`config.mk`:
```
export PLATFORM = sky130hd
export DESIGN_NAME = acrs_regs
export DESIGN_NICKNAME = d
export VERILOG_FILES = /design/src/acrs_pkg.sv /design/src/acrs_regs.sv
export VERILOG_INCLUDE_DIRS = /design/src
export SDC_FILE = /design/constraint.sdc
export NUM_CORES = 1
export LEC_CHECK = 0
export ABC_AREA = 1
export BUFFER_PORTS_ARGS = -buffer_cell sky130_fd_sc_hd__buf_2
export CORE_ASPECT_RATIO = 2
export CORE_UTILIZATION = 56
export CTS_CLUSTER_SIZE = 40
export DETAILED_ROUTE_END_ITERATION = 8
export GPL_TIMING_DRIVEN = 0
export PLACE_DENSITY = 0.9
export SETUP_SLACK_MARGIN = 0.4
export SKIP_CTS_REPAIR_TIMING = 1
export SLEW_MARGIN = 20
export SYNTH_ARGS = -nofsm -noshare
export SYNTH_HDL_FRONTEND = slang
export SYNTH_SLANG_ARGS = --single-unit
```
`constraint.sdc`:
```
create_clock -name i_core_clk -period 5.55 [get_ports i_core_clk]
set_input_delay 1.3875 -clock i_core_clk [delete_from_list [all_inputs] [get_ports i_core_clk]]
set_output_delay 1.3875 -clock i_core_clk [all_outputs]
set_load 0.02 [all_outputs]
```
`src/acrs_consts.svh`:
```
// register offsets, reset values and field positions of the configuration slice
`ifndef ACRS_CONSTS_SVH
`define ACRS_CONSTS_SVH
`define ACRS_ADDR_W         8
`define ACRS_ADDR_FS_A_LO   8'h30
`define ACRS_ADDR_FS_A_HI   8'h31
`define ACRS_ADDR_FS_B_LO   8'h32
`define ACRS_ADDR_FS_B_HI   8'h33
`define ACRS_ADDR_REF_BYP   8'h38
`define ACRS_ADDR_TS_CTRL   8'h3b
`define ACRS_ADDR_PREEMPH   8'h48
`define ACRS_ADDR_IN_SEL    8'h60
`define ACRS_ADDR_CAL_EN    8'h61
`define ACRS_ADDR_CALIBRATION_CONFIG_ZERO  8'h62
`define ACRS_ADDR_CAL_STAT  8'h6a
`define ACRS_ADDR_CAL_PIN   8'h6b
`define ACRS_ADDR_CAL_KICK  8'h6c
`define ACRS_ADDR_LOW_POWER_BACKGROUND_CAL    8'h6e
`define ACRS_ADDR_CAL_DEN   8'h70
`define ACRS_ADDR_CAL_DATA  8'h71
`define ACRS_RST_FS         16'ha000
`define ACRS_RST_FS_HI      8'ha0
`define ACRS_RST_FS_LO      8'h00
`define ACRS_RST_ZERO       8'h00
`define ACRS_RST_ONE        8'h01
`define ACRS_RST_LOW_POWER_BACKGROUND_CAL     8'h88
`define ACRS_BIT_REF_BYP    0
`define ACRS_BIT_TS_RECV    0
`define ACRS_BIT_TS_PECL    1
`define ACRS_PE_MSB         3
`endif

```
`src/acrs_pkg.sv`:
```
// types shared by the configuration slice
`default_nettype none
package acrs_pkg;
  // one register port access
  typedef struct packed {
    logic [7:0] addr;
    logic [7:0] wdata;
    logic       wr;
    logic       rd;
  } acrs_bus_s;
  // control outputs toward the analog and serializer blocks
  typedef struct packed {
    logic [15:0] fs_trim_a;
    logic [15:0] fs_trim_b;
    logic        ref_bypass;
    logic        ts_recv_on;
    logic        ts_pecl_sel;
    logic [3:0]  preemph;
  } acrs_ctrl_s;
endpackage : acrs_pkg
`default_nettype wire

```
`src/acrs_regs.sv`:
```
// configuration register slice: trims, reference bypass, timestamp, lanes, calibration
//
// Strobed register access was left to the implementer.
`include "acrs_consts.svh"
`default_nettype none
module acrs_regs
  import acrs_pkg::*;
#(
  parameter int ADDR_W = `ACRS_ADDR_W
) (
  input  wire logic              i_core_clk,
  input  wire logic              i_rst,
  input  wire logic [ADDR_W-1:0] i_addr,
  input  wire logic [7:0]        i_wdata,
  input  wire logic              i_wr,
  input  wire logic              i_rd,
  input  wire logic [7:0]        i_cal_state,
  output logic      [7:0]        o_rdata,
  output acrs_ctrl_s             o_ctrl,
  output logic      [7:0]        o_in_sel,
  output logic      [7:0]        o_cal_en,
  output logic      [7:0]        o_calibration_config_zero,
  output logic      [7:0]        o_cal_pin,
  output logic      [7:0]        o_cal_kick,
  output logic      [7:0]        o_low_power_background_cal,
  output logic      [7:0]        o_cal_den,
  output logic      [7:0]        o_cal_data
);

  // decode only covers an 8-bit map
  if (ADDR_W != 8) begin : g_chk
    $error("acrs_regs: ADDR_W must be 8");
  end

  typedef enum logic [3:0] {
    R_FS_A_LO, R_FS_A_HI, R_FS_B_LO, R_FS_B_HI, R_REF, R_TS, R_PE, R_INSEL,
    R_CEN, R_CFG0, R_CPIN, R_KICK, R_CLP, R_CDEN, R_CDATA, R_NONE
  } acrs_reg_e;

  // address to register index, shared by write and read paths
  function automatic acrs_reg_e acrs_decode(input logic [7:0] a);
    case (a)
      `ACRS_ADDR_FS_A_LO:  acrs_decode = R_FS_A_LO;
      `ACRS_ADDR_FS_A_HI:  acrs_decode = R_FS_A_HI;
      `ACRS_ADDR_FS_B_LO:  acrs_decode = R_FS_B_LO;
      `ACRS_ADDR_FS_B_HI:  acrs_decode = R_FS_B_HI;
      `ACRS_ADDR_REF_BYP:  acrs_decode = R_REF;
      `ACRS_ADDR_TS_CTRL:  acrs_decode = R_TS;
      `ACRS_ADDR_PREEMPH:  acrs_decode = R_PE;
      `ACRS_ADDR_IN_SEL:   acrs_decode = R_INSEL;
      `ACRS_ADDR_CAL_EN:   acrs_decode = R_CEN;
      `ACRS_ADDR_CALIBRATION_CONFIG_ZERO: acrs_decode = R_CFG0;
      `ACRS_ADDR_CAL_PIN:  acrs_decode = R_CPIN;
      `ACRS_ADDR_CAL_KICK: acrs_decode = R_KICK;
      `ACRS_ADDR_LOW_POWER_BACKGROUND_CAL:   acrs_decode = R_CLP;
      `ACRS_ADDR_CAL_DEN:  acrs_decode = R_CDEN;
      `ACRS_ADDR_CAL_DATA: acrs_decode = R_CDATA;
      default:             acrs_decode = R_NONE;
    endcase
  endfunction : acrs_decode

  // byte storage indexed by register; R_NONE has no storage
  logic [7:0] regs      [15];
  logic [7:0] next_regs [15];
  logic [7:0] next_rdata;
  acrs_reg_e  wsel;
  acrs_reg_e  rsel;

  // write path: full bytes stored, reserved bits kept as written
  always_comb begin
    wsel = acrs_decode(i_addr);
    for (int k = 0; k < 15; k++) begin
      next_regs[k] = regs[k];
    end
    if (i_wr && wsel != R_NONE) begin
      next_regs[wsel] = i_wdata;
    end
  end

  // read path: unmapped reads zero, status reads the live calibration state
  always_comb begin
    rsel       = acrs_decode(i_addr);
    next_rdata = 8'h00;
    if (i_rd) begin
      if (i_addr == `ACRS_ADDR_CAL_STAT) begin
        next_rdata = i_cal_state;
      end else if (rsel != R_NONE) begin
        next_rdata = regs[rsel];
      end else begin
        next_rdata = 8'h00;
      end
    end
  end

  // registers; undefined-reset data register is cleared anyway for determinism
  always_ff @(posedge i_core_clk or posedge i_rst) begin
    if (i_rst) begin
      regs[R_FS_A_LO] <= `ACRS_RST_FS_LO;
      regs[R_FS_A_HI] <= `ACRS_RST_FS_HI;
      regs[R_FS_B_LO] <= `ACRS_RST_FS_LO;
      regs[R_FS_B_HI] <= `ACRS_RST_FS_HI;
      regs[R_REF]     <= `ACRS_RST_ZERO;
      regs[R_TS]      <= `ACRS_RST_ZERO;
      regs[R_PE]      <= `ACRS_RST_ZERO;
      regs[R_INSEL]   <= `ACRS_RST_ONE;
      regs[R_CEN]     <= `ACRS_RST_ONE;
      regs[R_CFG0]    <= `ACRS_RST_ONE;
      regs[R_CPIN]    <= `ACRS_RST_ZERO;
      regs[R_KICK]    <= `ACRS_RST_ONE;
      regs[R_CLP]     <= `ACRS_RST_LOW_POWER_BACKGROUND_CAL;
      regs[R_CDEN]    <= `ACRS_RST_ZERO;
      regs[R_CDATA]   <= `ACRS_RST_ZERO;
      o_rdata         <= `ACRS_RST_ZERO;
    end else begin
      for (int k = 0; k < 15; k++) begin
        regs[k] <= next_regs[k];
      end
      o_rdata <= next_rdata;
    end
  end

  // control outputs registered from the next-state array
  always_ff @(posedge i_core_clk or posedge i_rst) begin
    if (i_rst) begin
      o_ctrl     <= '{fs_trim_a: `ACRS_RST_FS, fs_trim_b: `ACRS_RST_FS, default: '0};
      o_in_sel   <= `ACRS_RST_ONE;
      o_cal_en   <= `ACRS_RST_ONE;
      o_calibration_config_zero <= `ACRS_RST_ONE;
      o_cal_pin  <= `ACRS_RST_ZERO;
      o_cal_kick <= `ACRS_RST_ONE;
      o_low_power_background_cal   <= `ACRS_RST_LOW_POWER_BACKGROUND_CAL;
      o_cal_den  <= `ACRS_RST_ZERO;
      o_cal_data <= `ACRS_RST_ZERO;
    end else begin
      o_ctrl.fs_trim_a   <= {next_regs[R_FS_A_HI], next_regs[R_FS_A_LO]};
      o_ctrl.fs_trim_b   <= {next_regs[R_FS_B_HI], next_regs[R_FS_B_LO]};
      o_ctrl.ref_bypass  <= next_regs[R_REF][`ACRS_BIT_REF_BYP];
      o_ctrl.ts_recv_on  <= next_regs[R_TS][`ACRS_BIT_TS_RECV];
      o_ctrl.ts_pecl_sel <= next_regs[R_TS][`ACRS_BIT_TS_PECL];
      o_ctrl.preemph     <= next_regs[R_PE][`ACRS_PE_MSB:0];
      o_in_sel   <= next_regs[R_INSEL];
      o_cal_en   <= next_regs[R_CEN];
      o_calibration_config_zero <= next_regs[R_CFG0];
      o_cal_pin  <= next_regs[R_CPIN];
      o_cal_kick <= next_regs[R_KICK];
      o_low_power_background_cal   <= next_regs[R_CLP];
      o_cal_den  <= next_regs[R_CDEN];
      o_cal_data <= next_regs[R_CDATA];
    end
  end
endmodule : acrs_regs
`default_nettype wire

```
* Word-level counts from Yosys, hierarchy flattened
Index checks and enable logic that the tools add are counted.
** Storage, ports and cells
- Register bits after elaboration :: 162
- Latch bits :: 0
- Memory bits (writable) :: 0
- Bits in read-only memories :: 0
- Bits of input ports :: 28
- Output and inout port bits :: 111
- Word-level logic and storage cells :: 56
- Memories kept :: 0
** Cells by class
- Add/subtract/negate cells :: 0
- $mul :: 0
- Divide/modulo/power cells :: 0
- Order comparisons :: 2
- Equality and inequality tests :: 17
- Shifts and indexed selects :: 0
- Multiplexer cells :: 11
- Bitwise logic cells :: 1
- Reduce and logical (&&, ||, !) cells :: 2
** Operators with widths (number)
- 120-bit bitwise mux :: 1
- 120-bit 2-to-1 mux :: 1
- 8-bit by 7-bit equality test with 1-bit output, second input constant :: 10
- 4-bit one-hot mux with 15 select lines :: 1
- 8-bit by 6-bit equality test with 1-bit output, second input constant :: 6
- 8-bit 2-to-1 mux :: 6
- 8-bit binary-select mux with 4-bit select :: 1
- 8-bit demux with 4-bit select :: 1
- 5-bit >= comparator, second input constant :: 1
- 5-bit by 1-bit < comparator with 1-bit output, second input constant :: 1
- 4-bit inverter with 5-bit output :: 1
- 4-bit != test, second input constant :: 1
- 1-bit logical AND :: 2

* Longest topological paths before layout
- Depth in word-level cells :: 9
- Depth in mapped cells :: 19
- Mapped depth without buffers :: 17

* Least setup slack after synthesis
OpenSTA, ideal clock, no wires.
- Path type :: input -> register
- Start :: input port i_addr[7]
- End :: register o_low_power_background_cal[1]
- Library setup time :: 0.130 ns
- Data arrival time :: 2.890 ns
- Data required time :: 5.420 ns
- Slack :: 2.529 ns
- Stages :: 14
- Path buffers :: 2
- Cells stage by stage :: inv_2 -> nand2_1 -> nor2_4 -> nand2_1 -> nand2_1 -> nor2_2 -> nand3_4 -> nand2_2 -> buf_6 -> nor3_4 -> nand2_2 -> buf_2 -> nand2_1 -> o21ai_1
** Between the ends
- Word-level cells in the longest chain between the ends :: 8
- Elaborated cells on any way between the ends :: 25
- Those cells by class :: 2 x order compare; 16 x eq/ne; 4 x mux; 1 x bitwise; 2 x reduce/logical
** Ends and longest elaborated chain
- start, declared :: line acrs_regs.sv:13 : input wire logic [ADDR_W-1:0] i_addr,
- 8-bit by 7-bit equality test with 1-bit output or 8-bit by 6-bit equality test with 1-bit output (tied branches) :: line acrs_regs.sv:42 : case (a)
- 4-bit one-hot mux with 15 select lines (*) :: line acrs_regs.sv:42
- 4-bit inverter with 5-bit output (implied by the code) :: line acrs_regs.sv:76 : next_regs[wsel] = i_wdata;
- 5-bit >= comparator (implied by the code) or 5-bit by 1-bit < comparator with 1-bit output (tied branches) :: line acrs_regs.sv:76
- 1-bit logical AND (implied by the code) :: line acrs_regs.sv:76
- 8-bit 2-to-1 mux (implied by the code) :: line acrs_regs.sv:76
- 8-bit demux with 4-bit select :: line acrs_regs.sv:76
- 120-bit bitwise mux :: line acrs_regs.sv:76
- end signal, assigned :: line acrs_regs.sv:131 : o_low_power_background_cal <= `ACRS_RST_LOW_POWER_BACKGROUND_CAL;
- end signal, assigned :: line acrs_regs.sv:146 : o_low_power_background_cal <= next_regs[R_CLP];
- end, declared :: line acrs_regs.sv:25 : output logic [7:0] o_low_power_background_cal,
Mark *: on every way between the ends. The rest lies on a longest branch, timed or not.
A chain may end at the register's enable or synchronous reset.

* Final worst setup path
- Start :: input port i_addr[2]
- End :: register o_rdata[3]
** Between the ends
- Word-level cells in the longest chain between the ends :: 9
- Elaborated cells on any way between the ends :: 25
- Those cells by class :: 17 x eq/ne; 7 x mux; 1 x bitwise
** Ends and longest elaborated chain
- 8-bit by 7-bit equality test with 1-bit output or 8-bit by 6-bit equality test with 1-bit output (tied branches) :: line acrs_regs.sv:42
- 4-bit one-hot mux with 15 select lines :: line acrs_regs.sv:42
- 4-bit inverter with 5-bit output (implied by the code) :: line acrs_regs.sv:88 : next_rdata = regs[rsel];
- 8-bit binary-select mux with 4-bit select :: line acrs_regs.sv:88
- 8-bit 2-to-1 mux (implied by the code) (2 in a row) :: line acrs_regs.sv:88
- 8-bit 2-to-1 mux :: line acrs_regs.sv:87 : end else if (rsel != R_NONE) begin
- 8-bit 2-to-1 mux (*) :: line acrs_regs.sv:85 : if (i_addr == `ACRS_ADDR_CAL_STAT) begin
- 8-bit 2-to-1 mux (*) :: line acrs_regs.sv:84 : if (i_rd) begin
- via next_rdata[3] :: line acrs_regs.sv:65 : logic [7:0] next_rdata;
- end signal, assigned :: line acrs_regs.sv:113 : o_rdata <= `ACRS_RST_ZERO;
- end signal, assigned :: line acrs_regs.sv:118 : o_rdata <= next_rdata;
- end, declared :: line acrs_regs.sv:18 : output logic [7:0] o_rdata,
Mark *: on every way through the listed nets, which the timed path passes. The rest lies on a longest branch. The select of a mux whose other input is x is not followed.

==> flow_metrics.tcl <==
set metrics [dict create \
    status "completed" \
    end_kind "flip-flop" \
    avgSynthCellArea_um2 7.32 \
    period_minus_slack_ns 3.49 \
    crit_fanout 10 \
    first_global_vias 6879 \
    clk_pin_slew_ns 0.06 \
    num_rows 58 \
    wirelength_um 24000 \
    num_vias 7194 \
    clk-insertion-delay-late_ns 0.43 \
    antenna_left 0 \
    ys_ff_latch 128 \
    die_area_um2 13600 \
    fp.dieH_um 164 \
    io_pins 139 \
    path_class "input port to flip-flop" \
    antenna_found_initial 0 \
    gp_congestion 0.963 \
    yosysUniqueCellTypes 30 \
    timing.hold.ws_ns 0.478 \
    worstSetupStartpointType "input port" \
    rr_startpoint "o_ctrl[22]" \
    p_total_mw 2.42 \
    grt_pass1_wl_um 36700 \
    r2r_end "o_rdata[7]" \
    start_util 0.578 \
    multi_input_comb_area_um2 2740 \
    finalHoldViolCount 0 \
    final_cell_mix "nand2_1, buf_2, dfrtp_1" \
    timing.final.crit_share 0.630 \
    drc 0 \
    final_max_slew_viol_count 0 \
    vias_per_cell 5.44 \
    cts_tree "done" \
    layout.nets 1188 \
    crit_required_ns 5.85 \
    syn-num-nets 1030 \
    skew_ns 0.00904 \
    power_density_nw_per_um2 274 \
    min_path_type "flip-flop to flip-flop" \
    core_area_um2 12700 \
    ff2ff_setup_slack_ns 4.06 \
    io_buffer_count 138 \
    maxCapViolCount 0 \
    setup_violations 0 \
    cts.sinks 128 \
    final_util 0.697 \
    final_common_cell "nand2_1" \
    reg2regPathDepth 10 \
    regArea_um2 3220 \
    worstPathArrival_ns 3.80 \
    seq_area_frac_synth 0.438 \
    grt_max_degree 73 \
    max-slew-margin-rel 0.432 \
    synth_cells 1002 \
    layout.cells.non_filler 1323 \
    vdd_drop_max_mv 0.262 \
    placed_cells 1291 \
    tightestPinTransition_ns 0.852 \
    min_from "regs[70]" \
    dp_hpwl_um 17500 \
    hold-path-endpoint "regs[70]" \
    rsz0062_at_grt "false" \
    die_w_um 83.0 \
    cts_made_buffers 17 \
    p_leak_nw 4.98 \
    cts_htree_levels 4 \
    nFillCells 1028 \
    drive_above_1_share 0.285 \
    syn_area_um2 7340 \
    drt-pass1-iter-count 6 \
    wl_per_cell_um 18.2 \
    clock_path_buffers 2 \
    num_antenna_cells 0 \
    max_freq_ghz 0.286 \
    initialDrtViolationCount 760 \
    yosys_warnings 0 \
    grt_overflow 0 \
    track_usage 0.359 \
    holdPathStages 2 \
    area.growth.synth_to_final_pct 20.7 \
    cts_root_buf "clkbuf_16" \
]
[sequential cells by signal, summed over array words and instances (netlist names)]
| signal | cells |
|---|---|
| o_cal_data | 8 |
| o_cal_den | 8 |
| o_cal_en | 8 |
| o_cal_kick | 8 |
| o_cal_pin | 8 |
| o_calibration_config_zero | 8 |
| o_ctrl | 32 |
| o_in_sel | 8 |
| o_low_power_background_cal | 8 |
| o_rdata | 8 |
| regs | 24 |
[worst max-delay path by stage]
stage	start	to
floorplan	i_rst	o_cal_data[0]
global placement	i_rst	o_cal_den[3]
detailed placement	i_addr[7]	o_rdata[5]
CTS	i_addr[2]	o_rdata[5]
global route	i_addr[2]	o_rdata[5]
finish	i_addr[2]	o_rdata[3]
[critical path, stage by stage]
cell	delay, ns
buf_2	0.13
nor2_4	0.15
inv_2	0.07
nor2_1	0.23
nor2_1	0.07
nand2_1	0.06
nand2_1	0.09
nand3_4	0.20
clkbuf_1	0.53
nand3_1	0.17
nand2_1	0.16
nand2_1	0.09
nand2_1	0.08
nand2_1	0.07
nand2_1	0.10
nor2_1	0.06
nor2_1	0.10
nor2_1	0.06
[kinds of logic after synthesis]
kind of cell	share of synthesized area
simple gates	0.265
compound gates	0.109
buf+inv	0.188
flops	0.438
[where the power goes]
group	leakage, nW	switching [mW]	internal, mW	total (mW)
combinational	3.02	0.194	0.0979	0.292
sequential	1.67	0.0223	0.960	0.982
clock	0.293	0.455	0.695	1.15
total	4.98	0.672	1.75	2.42
[synth_stat cells]
| cell | number | area share |
|---|---|---|
| nand4_2 | 1 | 0.0017 |
| o21a_1 | 1 | 0.0010 |
| nor3_1 | 1 | 0.00068 |
| buf_6 | 2 | 0.0031 |
| nand3_1 | 25 | 0.017 |
| o21ai_1 | 52 | 0.035 |
| a31oi_2 | 1 | 0.0017 |
| buf_1 | 2 | 0.0010 |
| inv_1 | 101 | 0.052 |
| buf_2 | 18 | 0.012 |
| a21oi_1 | 4 | 0.0027 |
| buf_4 | 105 | 0.11 |
| and3_1 | 1 | 0.00085 |
| or2_0 | 3 | 0.0026 |
| nand2_1 | 349 | 0.18 |
| clkbuf_1 | 20 | 0.010 |
| dfrtp_1 | 118 | 0.40 |
| nor3_2 | 2 | 0.0027 |
| nand2_2 | 5 | 0.0043 |
| inv_2 | 5 | 0.0026 |
| dfstp_2 | 10 | 0.036 |
| nand3b_1 | 13 | 0.013 |
| nand3_4 | 1 | 0.0024 |
| nor3_4 | 1 | 0.0022 |
| nor2_1 | 46 | 0.024 |
| nand4_1 | 4 | 0.0034 |
| nor2_4 | 2 | 0.0031 |
| nand2_4 | 1 | 0.0015 |
| o21ai_0 | 100 | 0.068 |
| nor2_2 | 8 | 0.0068 |
[per-stage QoR]
step / area [µm²] / TNS, ns / setup WS [ns]
after global placement: 8220 / -60.40 / -0.523
after detailed placement: 8250 / 0 / 1.74
after floorplan: 7340 / 0 / 0.766
final: 8860 / 0 / 2.06
after CTS: 8860 / 0 / 2.14
after global routing: 8860 / 0 / 1.87
[routing by layer]
layer	routed length (µm)	share of wire	vias up	global-route usage
met5	0	0	-	0
met4	1570	0.065	0	0.255
met2	12400	0.52	406	0.639
met1	8520	0.35	3356	0.381
li1	-	-	3321	-
met3	1560	0.065	111	0.0633
[cell type report]
type,instances,area share
well taps,150,0.0212
multi-input cells,621,0.310
flip-flops and latches,128,0.363
repair buffers,139,0.0811
inverters,106,0.0455
clock inverters,13,0.0172
clock buffers,19,0.0511
plain buffers,147,0.111
Note: power is estimated with default switching activity, not from simulation.
